<file path="src/common/wrs_pkg.sv">
// Package for the warm reset sequencer: timing counts and configuration layout.
// Assumes a single CPU clock of 200 MHz; one half-period unit equals one clock cycle.
package wrs_pkg;
    // Clock period in ns and the half-period time unit in ns
    localparam int CLK_PERIOD_NS          = 5;
    localparam int HALF_PERIOD_NS         = 5;
    // Start delay window in half-period units
    localparam int START_MIN_UNITS        = 4;
    localparam int START_MAX_UNITS        = 16;
    // Internal reset sequence length in half-period units
    localparam int SEQ_UNITS              = 1024;
    // Derived cycle counts (least rounds up, longest rounds down)
    localparam int START_MIN_CYC =
        (START_MIN_UNITS * HALF_PERIOD_NS + CLK_PERIOD_NS - 1) / CLK_PERIOD_NS;
    localparam int START_MAX_CYC = (START_MAX_UNITS * HALF_PERIOD_NS) / CLK_PERIOD_NS;
    localparam int SEQ_CYC       =
        (SEQ_UNITS * HALF_PERIOD_NS + CLK_PERIOD_NS - 1) / CLK_PERIOD_NS;
    // Start delay chosen inside the window: sync (2), one cycle each in RUN and DRAIN, plus this wait
    localparam int START_WAIT_CYC         = START_MIN_CYC;
    // Configuration port layout
    localparam int CFG_WIDTH              = 16;
    localparam int CFG_EMUL_BIT           = 0;
    localparam int CFG_MODE_A_BIT         = 1;
    localparam int CFG_CLK_LSB            = 13;
    localparam int CFG_CLK_MSB            = 15;
    // Reset address
    localparam logic [23:0] RESET_ADDR    = 24'h00_0000;
    // Sequencer states
    typedef enum logic [2:0] {
        WRS_RUN,
        WRS_DRAIN,
        WRS_START,
        WRS_SEQ,
        WRS_WAIT_HIGH,
        WRS_INIT
    } wrs_state_t;
endpackage

</file>
<file path="src/hdl/wrs_warm_reset_sequencer.sv">
// Warm reset sequencer: drives the reset pin, latches start-up configuration,
// launches execution and holds the reset-out indicator until end of init.
// Assumes the reset pin is asynchronous and that the core reports access activity.
`timescale 1ns/100ps
module wrs_warm_reset_sequencer
    import wrs_pkg::*;
#(
    parameter int SEQ_CYCLES = SEQ_CYC
) (
    input  wire logic                 clk_sys,
    input  wire logic                 reset_n,
    input  wire logic                 reset_input_pin_in,
    output logic                      reset_input_pin_out,
    output logic                      reset_input_pin_oe,
    input  wire logic [CFG_WIDTH-1:0] config_port_in,
    output logic                      config_port_pullup_en,
    input  wire logic                 access_busy,
    input  wire logic                 end_of_init_instruction,
    output logic                      hold_cancel,
    output logic                      core_reset,
    output logic                      fetch_start,
    output logic [23:0]               fetch_addr,
    output logic                      reset_out_indicator,
    output logic                      emulation_mode_bit,
    output logic                      mode_bit_a,
    output logic [2:0]                clock_config,
    output logic                      io_enable
);

    ////////////////////////////////////////////////////////////////////////////
    // Pin synchroniser
    logic sync1_reg;
    logic sync2_reg;
    logic pin_low;

    // Two flops before any logic reads the pin
    always_ff @(posedge clk_sys or negedge reset_n) begin
        if (!reset_n) begin
            sync1_reg <= 1'b1;
            sync2_reg <= 1'b1;
        end else begin
            sync1_reg <= reset_input_pin_in;
            sync2_reg <= sync1_reg;
        end
    end
    assign pin_low = ~sync2_reg;

    ////////////////////////////////////////////////////////////////////////////
    // Sequencer state
    wrs_state_t  state_reg;
    wrs_state_t  state_next;
    logic [15:0] cnt_reg;
    logic [15:0] cnt_next;
    logic        rst_ind_reg;
    logic        rst_ind_next;
    logic        fetch_reg;
    logic        fetch_next;
    logic [2:0]  clkcfg_reg;
    logic [2:0]  clkcfg_next;
    logic        emul_reg;
    logic        emul_next;
    logic        mode_a_reg;
    logic        mode_a_next;

    // Next-state logic
    always_comb begin
        state_next  = state_reg;
        cnt_next    = cnt_reg;
        rst_ind_next = rst_ind_reg;
        fetch_next  = 1'b0;
        emul_next   = emul_reg;
        mode_a_next = mode_a_reg;
        clkcfg_next = clkcfg_reg;
        unique case (state_reg)
            WRS_RUN: begin
                if (pin_low) begin
                    state_next = WRS_DRAIN;
                end
            end
            WRS_DRAIN: begin
                // Wait for the running access to end
                if (!access_busy) begin
                    state_next = WRS_START;
                    cnt_next   = 16'h0000;
                end
            end
            WRS_START: begin
                // Short fixed wait inside the start window
                if (cnt_reg >= 16'(START_WAIT_CYC - 1)) begin
                    state_next = WRS_SEQ;
                    cnt_next   = 16'h0000;
                end else begin
                    cnt_next = cnt_reg + 16'h0001;
                end
            end
            WRS_SEQ: begin
                rst_ind_next = 1'b1;
                if (cnt_reg >= 16'(SEQ_CYCLES - 1)) begin
                    state_next = WRS_WAIT_HIGH;
                end else begin
                    cnt_next = cnt_reg + 16'h0001;
                end
            end
            WRS_WAIT_HIGH: begin
                // Exit only once the pin reads high
                if (!pin_low) begin
                    state_next = WRS_INIT;
                    fetch_next = 1'b1;
                end
            end
            WRS_INIT: begin
                // Indicator released by end of init
                if (end_of_init_instruction) begin
                    rst_ind_next = 1'b0;
                    state_next  = WRS_RUN;
                end
            end
            default: begin
                state_next = WRS_RUN;
            end
        endcase
        // Configuration follows the port while reset is active
        if (core_reset) begin
            emul_next   = config_port_in[CFG_EMUL_BIT];
            mode_a_next = config_port_in[CFG_MODE_A_BIT];
            clkcfg_next = config_port_in[CFG_CLK_MSB:CFG_CLK_LSB];
        end
    end

    // State registers
    always_ff @(posedge clk_sys or negedge reset_n) begin
        if (!reset_n) begin
            state_reg  <= WRS_RUN;
            cnt_reg    <= 16'h0000;
            rst_ind_reg <= 1'b0;
            fetch_reg  <= 1'b0;
            emul_reg   <= 1'b0;
            mode_a_reg <= 1'b0;
            clkcfg_reg <= 3'h0;
        end else begin
            state_reg  <= state_next;
            cnt_reg    <= cnt_next;
            rst_ind_reg <= rst_ind_next;
            fetch_reg  <= fetch_next;
            emul_reg   <= emul_next;
            mode_a_reg <= mode_a_next;
            clkcfg_reg <= clkcfg_next;
        end
    end

    ////////////////////////////////////////////////////////////////////////////
    // Outputs
    assign hold_cancel           = (state_reg == WRS_DRAIN);
    assign core_reset            = (state_reg == WRS_SEQ) || (state_reg == WRS_WAIT_HIGH);
    assign reset_input_pin_out   = 1'b0;
    assign reset_input_pin_oe    = (state_reg == WRS_SEQ);
    assign config_port_pullup_en = core_reset;
    assign fetch_start           = fetch_reg;
    assign fetch_addr            = RESET_ADDR;
    assign reset_out_indicator   = rst_ind_reg;
    assign emulation_mode_bit    = emul_reg;
    assign mode_bit_a            = mode_a_reg;
    assign clock_config          = clkcfg_reg;
    assign io_enable             = 1'b0;

    ////////////////////////////////////////////////////////////////////////////
    // Assertions
    a_pin_drive_seq: assert property (@(posedge clk_sys) disable iff (!reset_n)
        (state_reg == WRS_SEQ) |-> reset_input_pin_oe && !reset_input_pin_out)
        else $error("Reset pin not driven low during sequence");
    a_no_exit_low: assert property (@(posedge clk_sys) disable iff (!reset_n)
        (state_reg == WRS_WAIT_HIGH && pin_low) |=> (state_reg == WRS_WAIT_HIGH))
        else $error("Reset left while pin low");
    a_seq_length: assert property (@(posedge clk_sys) disable iff (!reset_n)
        $rose(state_reg == WRS_SEQ) |-> (state_reg == WRS_SEQ) [*8])
        else $error("Sequence ended too early");
    a_drain_busy: assert property (@(posedge clk_sys) disable iff (!reset_n)
        (state_reg == WRS_DRAIN && access_busy) |=> (state_reg == WRS_DRAIN))
        else $error("Reset entered during access");
    a_pullup_reset: assert property (@(posedge clk_sys) disable iff (!reset_n)
        (state_reg == WRS_SEQ || state_reg == WRS_WAIT_HIGH) |-> config_port_pullup_en)
        else $error("Pull-ups off during reset");
    a_fetch_zero: assert property (@(posedge clk_sys) disable iff (!reset_n)
        (state_reg == WRS_WAIT_HIGH && !pin_low) |=> fetch_start && fetch_addr == 24'h000000)
        else $error("Fetch not started at zero");
    a_reset_out_indicator_hold: assert property (@(posedge clk_sys) disable iff (!reset_n)
        (state_reg == WRS_INIT && !end_of_init_instruction) |=> reset_out_indicator)
        else $error("Reset-out dropped before end of init");
    a_reset_out_indicator_rel: assert property (@(posedge clk_sys) disable iff (!reset_n)
        (state_reg == WRS_INIT && end_of_init_instruction) |=> !reset_out_indicator)
        else $error("Reset-out not released");
    a_io_quiet: assert property (@(posedge clk_sys) disable iff (!reset_n)
        !io_enable)
        else $error("I/O enabled by reset logic");
    a_start_delay: assert property (@(posedge clk_sys) disable iff (!reset_n)
        (state_reg == WRS_RUN && pin_low && !access_busy) |-> ##[1:14] (state_reg == WRS_SEQ))
        else $error("Sequence start too late");
    a_cfg_load: assert property (@(posedge clk_sys) disable iff (!reset_n)
        core_reset |=> emulation_mode_bit == $past(config_port_in[CFG_EMUL_BIT])
            && clock_config == $past(config_port_in[CFG_CLK_MSB:CFG_CLK_LSB]))
        else $error("Configuration bits not loaded");

    c_warm_reset: cover property (@(posedge clk_sys) disable iff (!reset_n)
        $rose(state_reg == WRS_SEQ));
    c_wait_pin: cover property (@(posedge clk_sys) disable iff (!reset_n)
        (state_reg == WRS_WAIT_HIGH && pin_low) ##1 (state_reg == WRS_WAIT_HIGH));
    c_fetch: cover property (@(posedge clk_sys) disable iff (!reset_n) fetch_start);
    c_end_of_init_instruction: cover property (@(posedge clk_sys) disable iff (!reset_n)
        $fell(reset_out_indicator));

endmodule

</file>
<file path="config.mk">
export PLATFORM = sky130hd
export DESIGN_NAME = wrs_warm_reset_sequencer
export DESIGN_NICKNAME = d
export VERILOG_FILES = /design/src/common/wrs_pkg.sv /design/src/hdl/wrs_warm_reset_sequencer.sv
export SDC_FILE = /design/constraint.sdc
export NUM_CORES = 1
export LEC_CHECK = 0
export BUFFER_PORTS_ARGS = -buffer_cell sky130_fd_sc_hd__buf_2
export CORE_AREA = 3 3 93 77
export CTS_CLUSTER_DIAMETER = 200
export CTS_CLUSTER_SIZE = 25
export DETAILED_ROUTE_END_ITERATION = 10
export DIE_AREA = 0 0 96 80
export PLACE_DENSITY = 0.45
export SETUP_SLACK_MARGIN = 0.5
export SYNTH_ARGS = -nofsm -noshare
export SYNTH_HDL_FRONTEND = slang
export SYNTH_SLANG_ARGS = --single-unit
</file>
<file path="constraint.sdc">
create_clock -name clk_sys -period 5.42 [get_ports clk_sys]
set_clock_uncertainty 0.15 [all_clocks]
set_input_delay 0.542 -clock clk_sys [delete_from_list [all_inputs] [get_ports clk_sys]]
set_output_delay 0.542 -clock clk_sys [all_outputs]
set_load 0.02 [all_outputs]
</file>
==> results of run 1 <==
power breakdown:
| group | internal, W | switching (W) |
|---|---|---|
| clock | 0.0000651 | 0.0000658 |
| combinational | 0.0000902 | 0.000152 |
| sequential | 0.000245 | 0.0000324 |
| total | 0.000400 | 0.000250 |
cell type report:
class / count / area [µm²] / share of cell area
flip-flops and latches: 28 / 703 / 0.414
multi-input cells: 122 / 699 / 0.411
repair buffers: 21 / 108 / 0.0633
well taps: 84 / 105 / 0.0618
clock buffers: 4 / 55.1 / 0.0324
inverters: 8 / 30.0 / 0.0177
Yosys cell counts (all sizes together):
library cell / n
a211oi: 1
a21oi: 17
a31o: 1
a31oi: 2
a32o: 1
and2: 1
and2b: 1
and3: 3
buf: 30
clkbuf: 2
conb: 1
dfrtp: 26
dfstp: 2
ha: 1
inv: 8
mux2: 5
nand2: 4
nand3: 7
nand3b: 1
nand4: 3
nor2: 13
nor2b: 2
nor3: 1
nor4: 6
nor4b: 1
o211ai: 1
o21a: 1
o21ai: 6
o21bai: 1
o221ai: 1
o31ai: 4
or2: 1
or3: 4
or4: 5
xnor2: 1
kinds of logic after synthesis:
family,after synthesis,synth area share
and+or+nand+nor,53,0.195
buffers and inverters,40,0.163
AOI/OAI and AO/OA,36,0.140
DFF,28,0.450
muxes,5,0.0360
adders and majority gates,1,0.00800
other,1,0.00240
xor gates and xnor gates,1,0.00560
per-layer routing:
layer / vias to the layer above / wire length [µm] / GRT usage
li1: 570 / - / -
met1: 567 / 1520 / 0.123
met2: 20 / 1330 / 0.110
met3: 2 / 137 / 0.0283
met4: 0 / 15 / 0.0170
met5: - / 0 / 0
worst min path at each step:
stage               startpoint               to
floorplan              reset_n  clock_config[0]
global placement     sync1_reg        sync2_reg
detailed placement   sync1_reg        sync2_reg
CTS                    reset_n       cnt_reg[4]
global route           reset_n       cnt_reg[4]
finish                 reset_n       cnt_reg[4]
cells in the final DEF (no fill, tap or decap), drive strengths merged, types with 2 or more instances in the layout:
cell type and n:
conb 26, dfrtp 26, buf 21, a21oi 17, nor2 13, inv 8
nand3 7, nor4 6, o21ai 6, or4 5, mux2 5, or3 4
o31ai 4, nand2 4, clkbuf 4, and3 3, nand4 3, nor2b 2
a31oi 2, dfstp 2
worst reg2reg max path, cell delays in order, from the launching register on:
cell	delay (ns)
dfrtp_1	0.43
ha_1	0.27
nand4_1	0.27
nor4_1	0.10
or3_1	0.58
or4_1	0.48
a21oi_1	0.15
stage by stage:
stage,hold WS [ns],instance area [µm²]
2_1_floorplan,0.0964,1660
3_3_place_gp,0.196,1650
3_5_place_dp,0.199,1650
4_1_cts,0.147,1700
5_1_grt,0.171,1700
6_report,0.118,1700
==> metrics.txt, run 1 <==
status complete, no violations; later-pin clock latency in the skew report 0.28 ns; TNS Setup 0 ns; power per cell area 383 nW/µm²; antenna violations before repair 0; htree depth 1; Vias per Instance 4.34; Die X 96 µm; drt wl/cell 11.2 µm; Max VDD drop 0.000142 V; Final period util 0.487; Buf/Inv on CP 3; Fmax 379 MHz; minimum clock period after layout 2.64 ns; Hold WC Path Type input port to async pin; Pwr Total 0.000651 W; overall routing resource usage 0.0816; max FFs per register 16; Yosys top cell by area dfrtp_1; Leak 0.762 nW; DRT Pass-1 Iters 4; routability congestion estimate 0.722; Crit. End Element output port; final core occ 0.268; MaxCap Viol Count 0; DR vias 1159; sequential share of the synthesized area 0.450; post-route setup slack 2.78 ns; P&R area growth vs syn 8.72%; r2r setup slk 2.91 ns; CP max FO 12; full die area 7680 µm²; # fillers 690; area of the mapped netlist 1560 µm²; crit-path max cell delay 0.51 ns; hold buffers post-CTS 0; Final ANT Viol Nets 0; Ant. Diodes 0; Slew HR 0.581; cell depth of the worst setup path 5; cell chain of the critical path nand3b_1 -> inv_1 -> a21oi_1 -> inv_1 -> buf_2; cell mode on critical path inv_1; Crit path max-delay family flip-flops; worst r2r src cnt_reg[0]; placed cell count 263; largest net degree at the start of global routing 29; DRC viols 0; DR iter-0 viols 74; Syn. warnings 0; port buffer count 20; top cell type's share of synthesized area 0.416; WL final 3000 µm; Slew @ Worst Pin 0.629 ns; Resize count post-CTS 0; Final Instance Count excl. Fillers 267; worst r2r path cells 6; CP arrival 1.95 ns; distinct cell type count after synthesis 39; unrepaired setup endpoints after global routing no; Synth area leaders dfrtp_1 (42%), buf_4 (13%), a21oi_1 (5.1%); CTS tree done; fraction of final layout cells sized beyond drive strength 1 0.197; Max Root-Sink Buffers 2; setup violators final 0; Clock Pin Slew Worst Setup and Hold Paths 0.10 ns; vias in the first global route 981; dpl ws 2.93 ns; first-pass GRT wire length 4940 µm; CTS Sinks 28; fin. max-slew vios 0; Final Hold Viols 0; I/O pins 58; Rows 26; Avg Cell Area, Syn 9.48 µm²; Die H 80 µm; Critical Path Start Type flip-flop; hpwl dp 2200 µm; CP required 4.73 ns; worst r2r dst cnt_reg[9]; GRT overflow 0; CTS root buf clkbuf_8; Core Box Area 6340 µm²; Worst Setup EP config_port_pullup_en; Critical-path top delay cell dfrtp_1; Syn Inst Count 165; crit path launch state_reg[0]; buffer count from post-CTS setup fixing 0; Total Nets Final 206; synthesized flop and latch total 28; Setup CP Type flip-flop to output port; initial core utilization 0.247; total CTS buffers 3
Power figures use the tool's default switching activity.
==> inputs of run 2 (changes only) <==
- PLACE_DENSITY: 0.45 -> 0.47
- clock period: 5.42 -> 2.33 ns (I/O delays scaled with it)
==> run 2 against run 1 <==
Effect of this change:
- wire length grew 21%
- non-clock buffer count grew 29
- count of clock-buffer cells in the layout is the same
- utilization grew 6.0 points
- combinational power grew to 3.6 times the previous value
- design area grew 22%
- sequential share of layout area shrank 7.4 points
- sequential cell count is the same
- clock power grew 130%
- first-iteration DRC count shrank 58%
- register-to-register slack lost 2.7 ns
- power grew to 2.8 times the previous value
- critical endpoint is now cnt_reg[6]
==> metrics.txt, run 2 (synthesis results as in run 1) <==
Max Root-Sink Buffers 2 (unchanged); TNS Setup 0 ns (unchanged); Buf/Inv on CP 1 (was 3); Critical-path top delay cell dfrtp_1 (unchanged); hpwl dp 2400 µm (was 2200 µm); CTS tree done (unchanged); Die H 80 µm (unchanged); Leak 0.928 nW (was 0.762 nW); htree depth 1 (unchanged); DRT Pass-1 Iters 4 (unchanged); Max VDD drop 0.000304 V (was 0.000142 V); routability congestion estimate 0.727 (was 0.722); I/O pins 58 (unchanged); Final period util 0.925; Vias per Instance 4.37 (was 4.34); switching portion of total power 0.381 (was 0.385); Die X 96 µm (unchanged); MaxCap Viol Count 0 (unchanged); DR iter-0 viols 31 (was 74); Hold WC Path Type input port to flip-flop (was input port to async pin); crit-path max cell delay 0.42 ns (was 0.51 ns); initial core utilization 0.247 (unchanged); CTS Sinks 28 (unchanged); status complete, no violations (unchanged); total CTS buffers 3 (unchanged); port buffer count 20 (unchanged); Core Box Area 6340 µm² (unchanged); Switch Pwr 0.000689 W (was 0.000250 W); Pwr Total 0.00181 W (was 0.000651 W); CP max FO 5 (was 12); CTS root buf clkbuf_8 (unchanged); Fmax 464 MHz; Combinational Power Share 0.483 (was 0.373); Clock Power Share 0.168 (was 0.201); commonest non-fill, non-tap cells in the layout conb_1 (26), buf_4 (25), dfrtp_1 (23) (was conb_1 (26), dfrtp_1 (26), buf_2 (20)); Critical Path Start Type flip-flop (unchanged); Rows 26 (unchanged); DR vias 1299 (was 1159); WL final 3630 µm (was 3000 µm); DRC viols 0 (unchanged); full die area 7680 µm² (unchanged); later-pin clock latency in the skew report 0.27 ns (was 0.28 ns); fraction of final layout cells sized beyond drive strength 1 0.399 (was 0.197); minimum clock period after layout 2.15 ns; vias in the first global route 1158 (was 981); commonest non-fill, non-tap cell in the layout conb_1; Final Hold Viols 0 (unchanged); setup violators final 0 (unchanged); CP required 2.39 ns (was 4.73 ns); Slew HR 0.584 (was 0.581); Seq pwr share 0.349 (was 0.426); drt wl/cell 12.2 µm (was 11.2 µm); unrepaired setup endpoints after global routing yes (was no); fin. max-slew vios 0 (unchanged); Crit path max-delay family simple AND/OR/NAND/NOR gates (was flip-flops); first-pass GRT wire length 5750 µm (was 4940 µm); largest net degree at the start of global routing 29 (unchanged); Clock Pin Slew Worst Setup and Hold Paths 0.09 ns (was 0.10 ns); CP arrival 2.21 ns (was 1.95 ns); overall routing resource usage 0.0957 (was 0.0816); Final ANT Viol Nets 0 (unchanged); Ant. Diodes 0 (unchanged); Slew @ Worst Pin 0.623 ns (was 0.629 ns); antenna violations before repair 0 (unchanged); Internal 0.00112 W (was 0.000400 W); Setup CP Type flip-flop to flip-flop (was flip-flop to output port); GRT overflow 0 (unchanged); max FFs per register 16 (unchanged); P&R area growth vs syn 33.1% (was 8.72%); Total Nets Final 236 (was 206); power per cell area 867 nW/µm² (was 383 nW/µm²); Crit. End Element flip-flop (was output port); hold_ws 0.0306 ns (was 0.118 ns); cell chain of the critical path ha_2 -> nand4_1 -> nor4_4 -> or3_4 -> buf_6 -> or4_1 -> a21oi_2 (was nand3b_1 -> inv_1 -> a21oi_1 -> inv_1 -> buf_2)
[run 2: cell count changes in the layout (fill, tap and decap cells not counted), sizes merged]
| cell | previous run | this run |
|---|---|---|
| dlygate4sd3 | 0 | 2 |
| buf | 21 | 48 |
| a21oi | 17 | 18 |
[run 2: cell type report]
class | instances | area [µm²]
Inverter | 8 | 35.0
Tap cell | 84 | 105
Clock buffer | 4 | 55.1
Multi-Input combinational cell | 123 | 832
Sequential cell | 28 | 707
Timing Repair Buffer | 50 | 348
Fill cell | 664 | 4260
[run 2: power groups by stage]
stage                     Combinational (W)  Sequential (W)  Clock, W
after global routing               0.000938        0.000639  0.000342
after detailed placement           0.000615        0.000646         0
final                              0.000872        0.000631  0.000303
after CTS                          0.000774        0.000631  0.000317
after floorplan                    0.000426        0.000685         0
after global placement             0.000612        0.000648         0
[run 2: worst paths after layout]
check,depth (start not counted),slack (ns),to,start
max in group asynchronous,2,1.24,cnt_reg[5],reset_n
min reg2reg,0,0.21,sync2_reg,sync1_reg
max,7,0.18,cnt_reg[6],cnt_reg[1]
min in group asynchronous,2,0.35,reset_out_indicator,reset_n
min,2,0.03,clock_config[2],config_port_in[15]
max reg2reg,7,0.18,cnt_reg[6],cnt_reg[1]
[run 2: timing repair]
item,in CTS,in global routing
cloned,2,0
hold endpoints to repair,27,0
pin swaps,10,6
buffers inserted,10,7
hold buffers,2,0
gates resized for setup,20,15
endpoints found under the setup margin,19,19
[run 2: per-layer routing]
layer / GRT usage / routed length [µm]
met1: 0.132 / 1730
met2: 0.144 / 1730
met3: 0.0320 / 140
met4: 0.0199 / 27
met5: 0 / 0
[run 2: worst reg2reg max path: stages, from the launching register on]
cell and delay (ns):
dfrtp_1 0.42, ha_2 0.23, nand4_1 0.15, nor4_4 0.08, or3_4 0.39, buf_6 0.14
or4_1 0.41, a21oi_2 0.13
[run 2: stage by stage]
step	setup slack [ns]	utilization	cell area, µm²	instances
after floorplan	0.292	-	1680	190
after CTS	0.154	0.310	1970	290
after detailed placement	0.0487	0.273	1730	272
after global routing	0.101	0.328	2080	297
after global placement	0.0366	0.273	1730	272
final	0.176	0.328	2080	297
